### config.mk
export PLATFORM = sky130hd
export DESIGN_NAME = ealu_core
export DESIGN_NICKNAME = d
export VERILOG_FILES = /design/src/verilog/ealu_pkg.sv /design/src/verilog/ealu_core.sv /design/src/verilog/ealu_mul.sv
export SDC_FILE = /design/constraint.sdc
export NUM_CORES = 1
export LEC_CHECK = 0
export ABC_AREA = 1
export BUFFER_PORTS_ARGS = -buffer_cell sky130_fd_sc_hd__buf_2
export CORE_ASPECT_RATIO = 0.75
export CORE_MARGIN = 2
export CORE_UTILIZATION = 60
export CTS_BUF_LIST = sky130_fd_sc_hd__clkbuf_2
export DETAILED_ROUTE_END_ITERATION = 12
export GPL_TIMING_DRIVEN = 0
export PLACE_DENSITY = 0.77
export SLEW_MARGIN = 40
export SYNTH_ARGS = -nofsm -noshare
export SYNTH_HDL_FRONTEND = slang
export SYNTH_HIERARCHICAL = 1
export SYNTH_SLANG_ARGS = --single-unit
### constraint.sdc
create_clock -name mclk_i -period 16 [get_ports mclk_i]
set_clock_uncertainty 0.05 [all_clocks]
set_input_delay 3.2 -clock mclk_i [delete_from_list [all_inputs] [get_ports mclk_i]]
set_output_delay 3.2 -clock mclk_i [all_outputs]
set_load 0.01 [all_outputs]
### src/verilog/ealu_pkg.sv
// Shared constants and types of the eight bit arithmetic and logic unit.
// Assumes one core clock and a decoder that supplies decoded operations.
// Contract
// - Word add immediate: flags ZCNVS, two cycles
// - Word subtract immediate: flags ZCNVS, two cycles
// - Byte add/subtract: one cycle, all six flags
// - AND/OR/XOR: one cycle, ZNVS only
// - Bit set ORs mask, logical flags
// - Bit clear ANDs inverted mask, ZNVS
// - Test ANDs register with itself, ZNVS
// - Products go to pair one/zero, ZC, two cycles
// - Fractional products shift left one first
package ealu_pkg;

    // ****************************************************************
    // Status flag positions and reset value
    // ****************************************************************
    localparam int FLAG_C = 0;
    localparam int FLAG_Z = 1;
    localparam int FLAG_N = 2;
    localparam int FLAG_V = 3;
    localparam int FLAG_S = 4;
    localparam int FLAG_H = 5;
    localparam int FLAG_W = 6;
    localparam logic [5:0] FLAGS_RST = 6'h00;

    // ****************************************************************
    // Register file and timing constants
    // ****************************************************************
    localparam int DATA_W = 8;
    localparam logic [4:0] PROD_PAIR_IDX = 5'h00;
    localparam logic [5:0] WORD_IMM_MASK = 6'h3f;
    localparam int SHORT_CYCLES = 1;
    localparam int LONG_CYCLES = 2;

    // ****************************************************************
    // Operations and sequencer states
    // ****************************************************************
    typedef enum logic [4:0] {
        byte_add, byte_add_carry, byte_sub, subtract_immediate_op,
        subtract_with_borrow_op, subtract_immediate_borrow,
        word_add_immediate, word_subtract_immediate,
        logic_and, conjunction_immediate, logic_or, disjunction_immediate,
        exclusive_disjunction, bit_set_op, bit_clear_op, zero_minus_check,
        unsigned_product, signed_product, mixed_sign_product,
        fractional_unsigned_product, fractional_signed_product,
        fractional_mixed_product
    } ealu_op_t;

    typedef enum logic {
        ST_IDLE,
        ST_SECOND
    } ealu_state_t;

endpackage

### src/verilog/ealu_core.sv
// Arithmetic and logic datapath: byte, word, logic, bit and multiply ops.
// Assumes the decoder holds start_i only while ready_o is high and
// writes wb_lo_o/wb_hi_o back to the register file when done_o is high.
`timescale 1ns/100ps
`default_nettype none
module ealu_core
#(
    parameter int WIDTH = 8
)
(
    input wire logic mclk_i,
    input wire logic rst_n_i,
    input wire logic start_i,
    input wire ealu_pkg::ealu_op_t op_i,
    input wire logic [4:0] rd_idx_i,
    input wire logic [7:0] rd_lo_i,
    input wire logic [7:0] rd_hi_i,
    input wire logic [7:0] rr_i,
    input wire logic [7:0] imm_i,
    output logic ready_o,
    output logic done_o,
    output logic wb_pair_o,
    output logic [4:0] wb_idx_o,
    output logic [7:0] wb_lo_o,
    output logic [7:0] wb_hi_o,
    output logic [5:0] flags_o
);

    if (WIDTH != ealu_pkg::DATA_W)
    begin : g_width_check
        $error("ealu_core only serves an eight bit datapath");
    end

    typedef struct packed {
        ealu_pkg::ealu_state_t st;
        ealu_pkg::ealu_op_t op;
        logic [4:0] idx;
        logic [7:0] a;
        logic [7:0] hi;
        logic [7:0] rr;
        logic [7:0] imm;
        logic [7:0] res_lo;
        logic [7:0] res_hi;
        logic pair;
        logic done;
        logic [5:0] flags;
    } ealu_regs_t;

    ealu_regs_t s_q;
    ealu_regs_t s_d;
    logic [15:0] prod;
    logic prod_c;
    logic prod_z;
    logic [13:0] byte_out;
    logic word_sub;
    logic [15:0] word_r;
    logic word_v;
    logic word_c;

    // ****************************************************************
    // Operation classes
    // ****************************************************************
    function automatic logic is_long(input ealu_pkg::ealu_op_t op);
        return op inside {ealu_pkg::word_add_immediate, ealu_pkg::word_subtract_immediate,
            ealu_pkg::unsigned_product, ealu_pkg::signed_product,
            ealu_pkg::mixed_sign_product, ealu_pkg::fractional_unsigned_product,
            ealu_pkg::fractional_signed_product, ealu_pkg::fractional_mixed_product};
    endfunction
    function automatic logic is_logic(input ealu_pkg::ealu_op_t op);
        return op inside {ealu_pkg::logic_and, ealu_pkg::conjunction_immediate,
            ealu_pkg::logic_or, ealu_pkg::disjunction_immediate,
            ealu_pkg::exclusive_disjunction, ealu_pkg::bit_set_op,
            ealu_pkg::bit_clear_op, ealu_pkg::zero_minus_check};
    endfunction
    function automatic logic is_mul(input ealu_pkg::ealu_op_t op);
        return is_long(op) && !(op inside {ealu_pkg::word_add_immediate,
            ealu_pkg::word_subtract_immediate});
    endfunction

    // ****************************************************************
    // Single cycle byte unit: returns {flags, result}
    // ****************************************************************
    function automatic logic [13:0] byte_unit(input ealu_pkg::ealu_op_t op,
        input logic [7:0] a, input logic [7:0] rr, input logic [7:0] imm,
        input logic [5:0] f);
        logic [8:0] sum;
        logic [7:0] k;
        logic [7:0] r;
        logic [5:0] nf;
        logic cin;
        logic sub;
        nf = f;
        sum = 9'h000;
        k = (op inside {ealu_pkg::subtract_immediate_op, ealu_pkg::subtract_immediate_borrow,
            ealu_pkg::conjunction_immediate, ealu_pkg::disjunction_immediate,
            ealu_pkg::bit_set_op, ealu_pkg::bit_clear_op}) ? imm : rr;
        cin = (op inside {ealu_pkg::byte_add_carry, ealu_pkg::subtract_with_borrow_op,
            ealu_pkg::subtract_immediate_borrow}) ? f[ealu_pkg::FLAG_C] : 1'b0;
        sub = op inside {ealu_pkg::byte_sub, ealu_pkg::subtract_immediate_op,
            ealu_pkg::subtract_with_borrow_op, ealu_pkg::subtract_immediate_borrow};
        unique case (op)
            ealu_pkg::logic_and, ealu_pkg::conjunction_immediate: r = a & k;
            ealu_pkg::logic_or, ealu_pkg::disjunction_immediate: r = a | k;
            ealu_pkg::exclusive_disjunction: r = a ^ k;
            ealu_pkg::bit_set_op: r = a | k;
            ealu_pkg::bit_clear_op: r = a & ~k;
            ealu_pkg::zero_minus_check: r = a & a;
            default:
            begin
                sum = sub ? ({1'b0, a} - {1'b0, k} - {8'h00, cin})
                          : ({1'b0, a} + {1'b0, k} + {8'h00, cin});
                r = sum[7:0];
            end
        endcase
        nf[ealu_pkg::FLAG_N] = r[7];
        nf[ealu_pkg::FLAG_Z] = (r == 8'h00);
        // Logic forms keep their old carry and half carry
        if (is_logic(op))
            nf[ealu_pkg::FLAG_V] = 1'b0;
        else if (sub)
        begin
            nf[ealu_pkg::FLAG_C] = sum[8];
            nf[ealu_pkg::FLAG_H] = (~a[3] & k[3]) | (k[3] & r[3]) | (r[3] & ~a[3]);
            nf[ealu_pkg::FLAG_V] = (a[7] & ~k[7] & ~r[7]) | (~a[7] & k[7] & r[7]);
            // Borrow forms chain zero across bytes of a longer number
            if (op inside {ealu_pkg::subtract_with_borrow_op,
                ealu_pkg::subtract_immediate_borrow})
                nf[ealu_pkg::FLAG_Z] = (r == 8'h00) & f[ealu_pkg::FLAG_Z];
        end
        else
        begin
            nf[ealu_pkg::FLAG_C] = sum[8];
            nf[ealu_pkg::FLAG_H] = (a[3] & k[3]) | (k[3] & ~r[3]) | (~r[3] & a[3]);
            nf[ealu_pkg::FLAG_V] = (a[7] & k[7] & ~r[7]) | (~a[7] & ~k[7] & r[7]);
        end
        nf[ealu_pkg::FLAG_S] = nf[ealu_pkg::FLAG_N] ^ nf[ealu_pkg::FLAG_V];
        return {nf, r};
    endfunction

    // ****************************************************************
    // Second cycle units, fed from captured operands
    // ****************************************************************
    ealu_mul u_mul
    (
        .a_i(s_q.a),
        .b_i(s_q.rr),
        .a_signed_i(s_q.op inside {ealu_pkg::signed_product, ealu_pkg::mixed_sign_product,
            ealu_pkg::fractional_signed_product, ealu_pkg::fractional_mixed_product}),
        .b_signed_i(s_q.op inside {ealu_pkg::signed_product,
            ealu_pkg::fractional_signed_product}),
        .frac_i(s_q.op inside {ealu_pkg::fractional_unsigned_product,
            ealu_pkg::fractional_signed_product, ealu_pkg::fractional_mixed_product}),
        .prod_o(prod),
        .carry_o(prod_c),
        .zero_o(prod_z)
    );

    // Word arithmetic on the pair, six bit immediate; V and C need only the top bits
    assign word_sub = (s_q.op == ealu_pkg::word_subtract_immediate);
    assign word_r = word_sub
        ? {s_q.hi, s_q.a} - {10'h000, s_q.imm[5:0] & ealu_pkg::WORD_IMM_MASK}
        : {s_q.hi, s_q.a} + {10'h000, s_q.imm[5:0] & ealu_pkg::WORD_IMM_MASK};
    assign word_v = word_sub ? (s_q.hi[7] & ~word_r[15]) : (~s_q.hi[7] & word_r[15]);
    assign word_c = word_sub ? (word_r[15] & ~s_q.hi[7]) : (~word_r[15] & s_q.hi[7]);

    // ****************************************************************
    // Sequencer: short ops finish at the taking edge, long ones one later
    // ****************************************************************
    always_comb
    begin
        s_d = s_q;
        s_d.done = 1'b0;
        byte_out = byte_unit(op_i, rd_lo_i, rr_i, imm_i, s_q.flags);
        unique case (s_q.st)
            ealu_pkg::ST_IDLE:
            begin
                if (start_i)
                begin
                    s_d.op = op_i;
                    s_d.idx = rd_idx_i;
                    s_d.a = rd_lo_i;
                    s_d.hi = rd_hi_i;
                    s_d.rr = rr_i;
                    s_d.imm = imm_i;
                    if (is_long(op_i))
                        s_d.st = ealu_pkg::ST_SECOND;
                    else
                    begin
                        // Result and flags land on the same edge
                        s_d.res_lo = byte_out[7:0];
                        s_d.flags = byte_out[13:8];
                        s_d.pair = 1'b0;
                        s_d.done = 1'b1;
                    end
                end
            end
            ealu_pkg::ST_SECOND:
            begin
                s_d.st = ealu_pkg::ST_IDLE;
                s_d.done = 1'b1;
                s_d.pair = 1'b1;
                if (is_mul(s_q.op))
                begin
                    s_d.idx = ealu_pkg::PROD_PAIR_IDX;
                    {s_d.res_hi, s_d.res_lo} = prod;
                    s_d.flags[ealu_pkg::FLAG_C] = prod_c;
                    s_d.flags[ealu_pkg::FLAG_Z] = prod_z;
                end
                else
                begin
                    // Half carry is left alone by the word forms
                    {s_d.res_hi, s_d.res_lo} = word_r;
                    s_d.flags[ealu_pkg::FLAG_N] = word_r[15];
                    s_d.flags[ealu_pkg::FLAG_Z] = (word_r == 16'h0000);
                    s_d.flags[ealu_pkg::FLAG_V] = word_v;
                    s_d.flags[ealu_pkg::FLAG_C] = word_c;
                    s_d.flags[ealu_pkg::FLAG_S] = word_r[15] ^ word_v;
                end
            end
        endcase
    end

    // State register
    always_ff @(posedge mclk_i)
    begin
        if (!rst_n_i)
        begin
            s_q <= '0;
            s_q.flags <= ealu_pkg::FLAGS_RST;
        end
        else
            s_q <= s_d;
    end

    // Outputs; ready is combinational, data comes from flip-flops
    assign ready_o = (s_q.st == ealu_pkg::ST_IDLE);
    assign done_o = s_q.done;
    assign wb_pair_o = s_q.pair;
    assign wb_idx_o = s_q.idx;
    assign wb_lo_o = s_q.res_lo;
    assign wb_hi_o = s_q.res_hi;
    assign flags_o = s_q.flags;
endmodule
`default_nettype wire

### src/verilog/ealu_mul.sv
// Combinational 8x8 multiplier with signed, mixed and fractional forms.
// Assumes the caller registers operands and result around it.
`timescale 1ns/100ps
`default_nettype none
module ealu_mul
(
    input wire logic [7:0] a_i,
    input wire logic [7:0] b_i,
    input wire logic a_signed_i,
    input wire logic b_signed_i,
    input wire logic frac_i,
    output logic [15:0] prod_o,
    output logic carry_o,
    output logic zero_o
);

    logic signed [8:0] a_ext;
    logic signed [8:0] b_ext;
    logic signed [17:0] full;
    logic [15:0] raw;

    // ****************************************************************
    // Product, shift and flags
    // ****************************************************************
    // Nine bit extension lets one signed multiplier serve all three forms
    always_comb
    begin
        a_ext = $signed({a_signed_i & a_i[7], a_i});
        b_ext = $signed({b_signed_i & b_i[7], b_i});
        full = a_ext * b_ext;
        raw = full[15:0];
        // Carry is bit 15 before the fractional shift
        carry_o = raw[15];
        prod_o = frac_i ? {raw[14:0], 1'b0} : raw;
        zero_o = (prod_o == 16'h0000);
    end

endmodule
`default_nettype wire

==> results of run 1 <==
-- cell type report --
cell class | instances | area [µm²] | area share
antenna | 1 | 2.502 | 0.0002566
clock inverter | 7 | 101.3 | 0.01039
multi-input combinational | 997 | 6360 | 0.6522
timing repair buffer | 72 | 360.3 | 0.03695
tap | 200 | 250.2 | 0.02566
inverter | 246 | 923.4 | 0.09469
clock buffer | 9 | 45.04 | 0.004619
sequential | 65 | 1301 | 0.1334
buffer | 71 | 407.9 | 0.04183
-- layer usage --
metal | wire (µm) | part of all wire | vias to the layer above
li1 | - | - | 4477
met1 | 11910 | 0.47 | 4066
met2 | 10340 | 0.41 | 375
met3 | 2435 | 0.096 | 56
met4 | 575 | 0.023 | 0
met5 | 0 | 0 | -
-- layout by cell type, fill, tap and decap left out, types with 3 or more instances in the layout --
cell and instances:
o211ai_1 5, a41oi_1 3, inv_1 238, xor2_1 13, nand3b_1 4, xnor2_1 5, clkbuf_2 9, buf_4 32
nand4_1 20, a31oi_1 11, nand3_1 117, or2_2 6, o21ai_1 6, nor3_1 3, o21ai_0 81, dfxtp_1 65
nor2_1 115, nand2_4 3, ha_1 81, nand2_1 347, o21bai_1 3, inv_2 5, clkinv_1 3, fa_1 68
nand2_2 20, clkbuf_1 32, a21oi_1 63, buf_2 77
-- worst max-delay path by stage --
stage | slack [ns] | cells after the start | end
5_1_grt | 9.13 | 30 | flags_o[1]
4_1_cts | 9.61 | 30 | flags_o[1]
6_report | 9.53 | 30 | flags_o[1]
3_3_place_gp | 9.71 | 23 | flags_o[1]
2_1_floorplan | 10.21 | 25 | flags_o[4]
3_5_place_dp | 9.69 | 26 | flags_o[4]
-- state kept, by name, indices dropped and copies added (netlist names) --
name	count
done_o	1
flags_o	6
s_q	36
wb_hi_o	8
wb_idx_o	5
wb_lo_o	8
wb_pair_o	1
-- cells by family after synthesis --
logic type | count (synthesis) | share of synthesized area
compound gates | 183 | 0.1106
xor+xnor | 18 | 0.01753
fa+ha+maj | 149 | 0.2641
buf+inv | 317 | 0.1480
flops | 65 | 0.1447
simple gates | 647 | 0.3150
-- critical path: cells and delay by family, from the launching register on --
| family | cells | cell delay [ns] |
|---|---|---|
| AO/OA/AOI/OAI | 1 | 0.27 |
| flip-flops | 1 | 0.39 |
| adder cells (fa/ha/maj) | 6 | 2.74 |
| buffers and inverters | 6 | 0.71 |
| AND/OR/NAND/NOR | 17 | 2.21 |
-- stage by stage --
step                      instances  power (mW)  hold WS (ns)  area [µm²]
after detailed placement       1651      0.4857        0.4094        9603
final                          1668      0.6131        0.4334        9752
after CTS                      1667      0.6069        0.4351        9749
after floorplan                1379      0.4057        0.3957        8992
after global placement         1651      0.4804        0.4042        9603
after global routing           1668      0.6613        0.4624        9752
-- power by group through the flow --
stage                     registers [mW]  clock network [mW]  logic [mW]
after global routing               0.184               0.129       0.348
after global placement             0.186                   0       0.295
after CTS                          0.183               0.123       0.301
after detailed placement           0.186                   0       0.300
final                              0.183               0.123       0.307
after floorplan                    0.183                   0       0.223
==> results.txt, run 1 <==
Post-synth EDFFs: 0
final worst slack: 9.533 ns
VDD IR max: 0.03878 mV
Cell Rows: 38
Critical R2R Launch: s_q[63]
slew margin rel.: 0.5305
sequential-to-total area share from yosys stat: 0.1447
via/cell ratio: 5.380
Main synth FF type: dfxtp_1
Synth Warn #: 6
Syn-to-layout area delta: 8.446%
Setup crit start kind: flop
worst min-delay path class: flop to flop
core region area: 14550 µm²
vias: 8974
post-synth top area cell: fa_1
Crit path arrival time: 6.90 ns
fmax: 154.6 MHz
Crit path top cell by count: inv_1
DP Wirelength: 21160 µm
TritonCTS Buffers: 9
grt met2 use: 0.4986
Core Util, Final: 0.6703
RR Endpoint: flags_o[1]
Hold Path Origin: wb_hi_o[7]
leakage power: 5.622 nW
Clk pwr share: 0.201
# fillers: 1373
grt peak-use layer: met2
status: finished, final reports clean
Routed WL: 25260 µm
final worst path period share: 0.4042
top cells by count, synth: nand2_1 (347), inv_1 (238), nand3_1 (117), nor2_1 (115), o21ai_0 (82)
ANT nets after route: 0
max-slew violation count: 0
fraction of registers with async set/reset: 0
Initial Util: 0.6181
postcts setup bufs: 0
DRT Pass-1 Iters: 6
Least-Margin Pin Slew: 0.6983 ns
CP Capture Type: flop
Nets: 1656
R2R setup slack: 9.53 ns
Die W: 145.4 µm
grt ovf: 0
Crit-path slowest cell: fa_1
CTS tree: done
Gate power share: 0.500
Worst Reg2Reg Path Length in Cells: 30
post-synthesis cell type count: 46
flops & latches, synth: 65
share of post-route cells with drive strength above 1: 0.1179
GR Util met3: 0.06955
worst-path fanout max: 7
die area: 15990 µm²
RePlAce Congestion: 0.9639
antenna violations before repair: 1
pre-CTS setup slack: 9.688 ns
post-synthesis cell area: 8992 µm²
RSZ-0062 raised after global routing: no
Int Power: 0.3357 mW
clock-pin slew on the worst setup and hold paths: 0.23 ns
min Tclk post-route: 6.467 ns
max_cap viols: 0
Synth Instances: 1379
Hold Path End: wb_hi_o[7]
critical path class: flop to flop
CTS root buf: clkbuf_2
maximum root-to-sink buffer count: 2
Post-CTS Resized: 0
largest net degree at the start of global routing: 14
Worst Path Required: 16.43 ns
Avg Cell Area, Syn: 6.521 µm²
most common cell in the netlist: nand2_1
Post-Syn Nets: 1573
All-Layer GR Usage: 0.3244
global-route wire length before repair: 41140 µm
Power Density: 62.87 nW/µm²
IO buf count: 72
DRC Markers: 0
CP peak stage delay: 0.55 ns
Sink Count: 65
Hold Buf Count CTS: 0
top cells by area, synth: fa_1 (15%), nand2_1 (14%), dfxtp_1 (14%), ha_1 (11%), inv_1 (9.9%)
M1 GR Usage: 0.4664
Iter 0 DRT Violations: 952
Clock Latency Late Sink: 0.55 ns
Sw Pwr: 0.2773 mW
Cells on Worst Hold Path: 2
# IOs: 75
Yosys top cell area share: 0.1514
Sequential Power Share: 0.299
Sw Ratio: 0.4523
setup violators final: 0
average wire per standard cell: 15.15 µm
vias in the first global route: 8220
setup_tns: 0 ns
H-tree levels: 3
crit path from: s_q[63]
Die Ht: 110.0 µm
Fin. Hold Viols: 0
(Power assumes the default switching activity.)
==> inputs of run 2 (changes only) <==
Settings changed: ABC_AREA 1 to 0.
Clock period 16 ns to 6.6 ns, I/O delays scaled along.
==> run 2 against run 1 <==
Against the previous run: count of clock-buffer cells in the layout stayed put; first-iteration DRC count shrank 20%; fmax up 2.9%; power is 120% higher; via count down 12%; cell area is 4.6% lower; clock power rose by 98%; synthesized area down 4.9%; die area is 4.8% lower; largest power group unchanged; global-route usage is 0.73 points lower.
==> results.txt, run 2 <==
Main synth FF type: dfxtp_1
Least-Margin Pin Slew: 0.7960 ns
Die W: 141.8 µm
Nets: 1349
maximum root-to-sink buffer count: 2
Crit path top cell by count: fa_1
CTS root buf: clkbuf_2
H-tree levels: 3
top cells by area, synth: fa_1 (16%), dfxtp_1 (15%), ha_1 (12%), nand2_1 (6.5%), inv_1 (5.2%)
Area after DPL: 9130 µm²
DRC Markers: 0
post-synthesis cell type count: 83
final worst path period share: 0.9518
Non-Filler Instances: 1335
average wire per standard cell: 17.46 µm
largest net degree at the start of global routing: 13
CP peak stage delay: 0.64 ns
share of post-route cells with drive strength above 1: 0.1379
leading cell types in the layout, fill and taps excluded: nand2_1 (148), inv_1 (118), ha_1 (81)
CTS tree: done
most common cell in the netlist: nand2_1
Placed Cells incl. Taps: 1320
setup_tns: 0 ns
Post-Syn Nets: 1267
Yosys top cell area share: 0.1592
Synth Warn #: 6
critical path class: flop to flop
Core Util, Final: 0.6724
Crit path arrival time: 6.66 ns
worst-path fanout max: 10
RSZ-0062 raised after global routing: no
Post-synth EDFFs: 0
final worst slack: 0.3181 ns
global-route wire length before repair: 37700 µm
top cells by count, synth: nand2_1 (149), inv_1 (119), ha_1 (81), a21oi_1 (79), fa_1 (68)
Die Ht: 107.4 µm
grt ovf: 0
vias in the first global route: 7218
ANT nets after route: 0
Cells on Worst Hold Path: 2
Sink Count: 65
Routed WL: 23310 µm
die area: 15230 µm²
Reg with most FFs: s_q
# IOs: 75
vias: 7865
Inserted Diodes: 0
post-synthesis cell area: 8551 µm²
TritonCTS Buffers: 9
CP Capture Type: flop
max_cap viols: 0
pre-CTS setup slack: 0.1451 ns
leakage power: 4.511 nW
Fin. Hold Viols: 0
Hold Buf Count CTS: 0
min Tclk post-route: 6.282 ns
status: finished, final reports clean
Setup crit start kind: flop
Clock Latency Late Sink: 0.52 ns
fraction of registers with async set/reset: 0
VDD IR max: 0.1130 mV
Post-CTS Resized: 0
IO buf count: 72
clock-pin slew on the worst setup and hold paths: 0.20 ns
slew margin rel.: 0.4652
setup violators final: 0
DRT Pass-1 Iters: 5
Iter 0 DRT Violations: 762
DP Wirelength: 19250 µm
Cell Rows: 37
post-synth top area cell: fa_1
Syn-to-layout area delta: 8.853%
worst min-delay path class: flop to flop
Worst Reg2Reg Path Length in Cells: 25
core region area: 13840 µm²
Power Density: 142.0 nW/µm²
postcts setup bufs: 0
Worst Path Required: 6.97 ns
All-Layer GR Usage: 0.3171
flops & latches, synth: 65
Initial Util: 0.6177
antenna violations before repair: 0
max-slew violation count: 0
RePlAce Congestion: 1.048
Avg Cell Area, Syn: 7.969 µm²
Largest register FFs: 36
sequential-to-total area share from yosys stat: 0.1522
commonest non-fill, non-tap cell in the layout: nand2_1
post-layout instance area: 9308 µm²
Crit-path slowest cell: fa_1
Synth Instances: 1073
via/cell ratio: 5.891
fmax: 159.2 MHz
## run 2: cell count changes after synthesis, sizes merged, moves of 25 or more
cell   previous run  this run
o21ai            88        47
mux2i             0        25
inv             243       120
nor2            117        54
nand3           120         6
nand2           372       149
and2              1        41
xnor2             5        32
## run 2: through the flow
step	total power, mW	hold WS [ns]
2_1_floorplan	0.8829	0.3822
3_3_place_gp	1.050	0.3922
3_5_place_dp	1.059	0.3956
4_1_cts	1.301	0.4182
5_1_grt	1.413	0.4449
6_report	1.321	0.4177
## run 2: cells by family after synthesis
group           Yosys count  share of synthesized area
buf+inv                 198                     0.1010
compound gates          253                     0.1964
xor+xnor                 44                    0.04507
mux                      35                    0.04287
flops                    65                     0.1522
simple gates            329                     0.1848
fa+ha+maj               149                     0.2777
## run 2: layout make-up
class | count | area, µm²
plain buffers | 75 | 404.1
clock buffers | 9 | 45.04
clock inverters | 7 | 71.32
fillers | 1233 | 4534
inverters | 122 | 457.9
multi-input cells | 810 | 6449
flip-flops and latches | 65 | 1301
well taps | 175 | 219.0
repair buffers | 72 | 360.3
## run 2: where the power goes
part	internal, mW	leakage (nW)	switching, mW
Combinational	0.252	3.91	0.380
Sequential	0.419	0.535	0.0275
Clock	0.0863	0.0655	0.156
Total	0.757	4.51	0.564
## run 2: path summary, 6_finish.rpt
| path | slack (ns) | endpoint | start |
|---|---|---|---|
| min | 0.42 | s_q[33] | s_q[33] |
| max | 0.32 | flags_o[1] | s_q[63] |
| min reg2reg | 0.42 | s_q[33] | s_q[33] |
| max reg2reg | 0.32 | flags_o[1] | s_q[63] |
## run 2: worst max-delay path: cells and delay by family (launching register included)
family                   cells  cell delay (ns)
flip-flops                   1             0.35
AO/OA/AOI/OAI                8             1.40
XOR/XNOR                     2             0.44
buffers and inverters        4             0.40
AND/OR/NAND/NOR              5             0.74
adder cells (fa/ha/maj)      6             2.78
## run 2: layer usage
layer  wire (µm)  vias to the layer above  track usage
met3        2554                       19      0.08407
met5           0                        -            0
li1            -                     3790            -
met2        8979                      373       0.4379
met1       11560                     3683       0.4989
met4         219                        0      0.04643
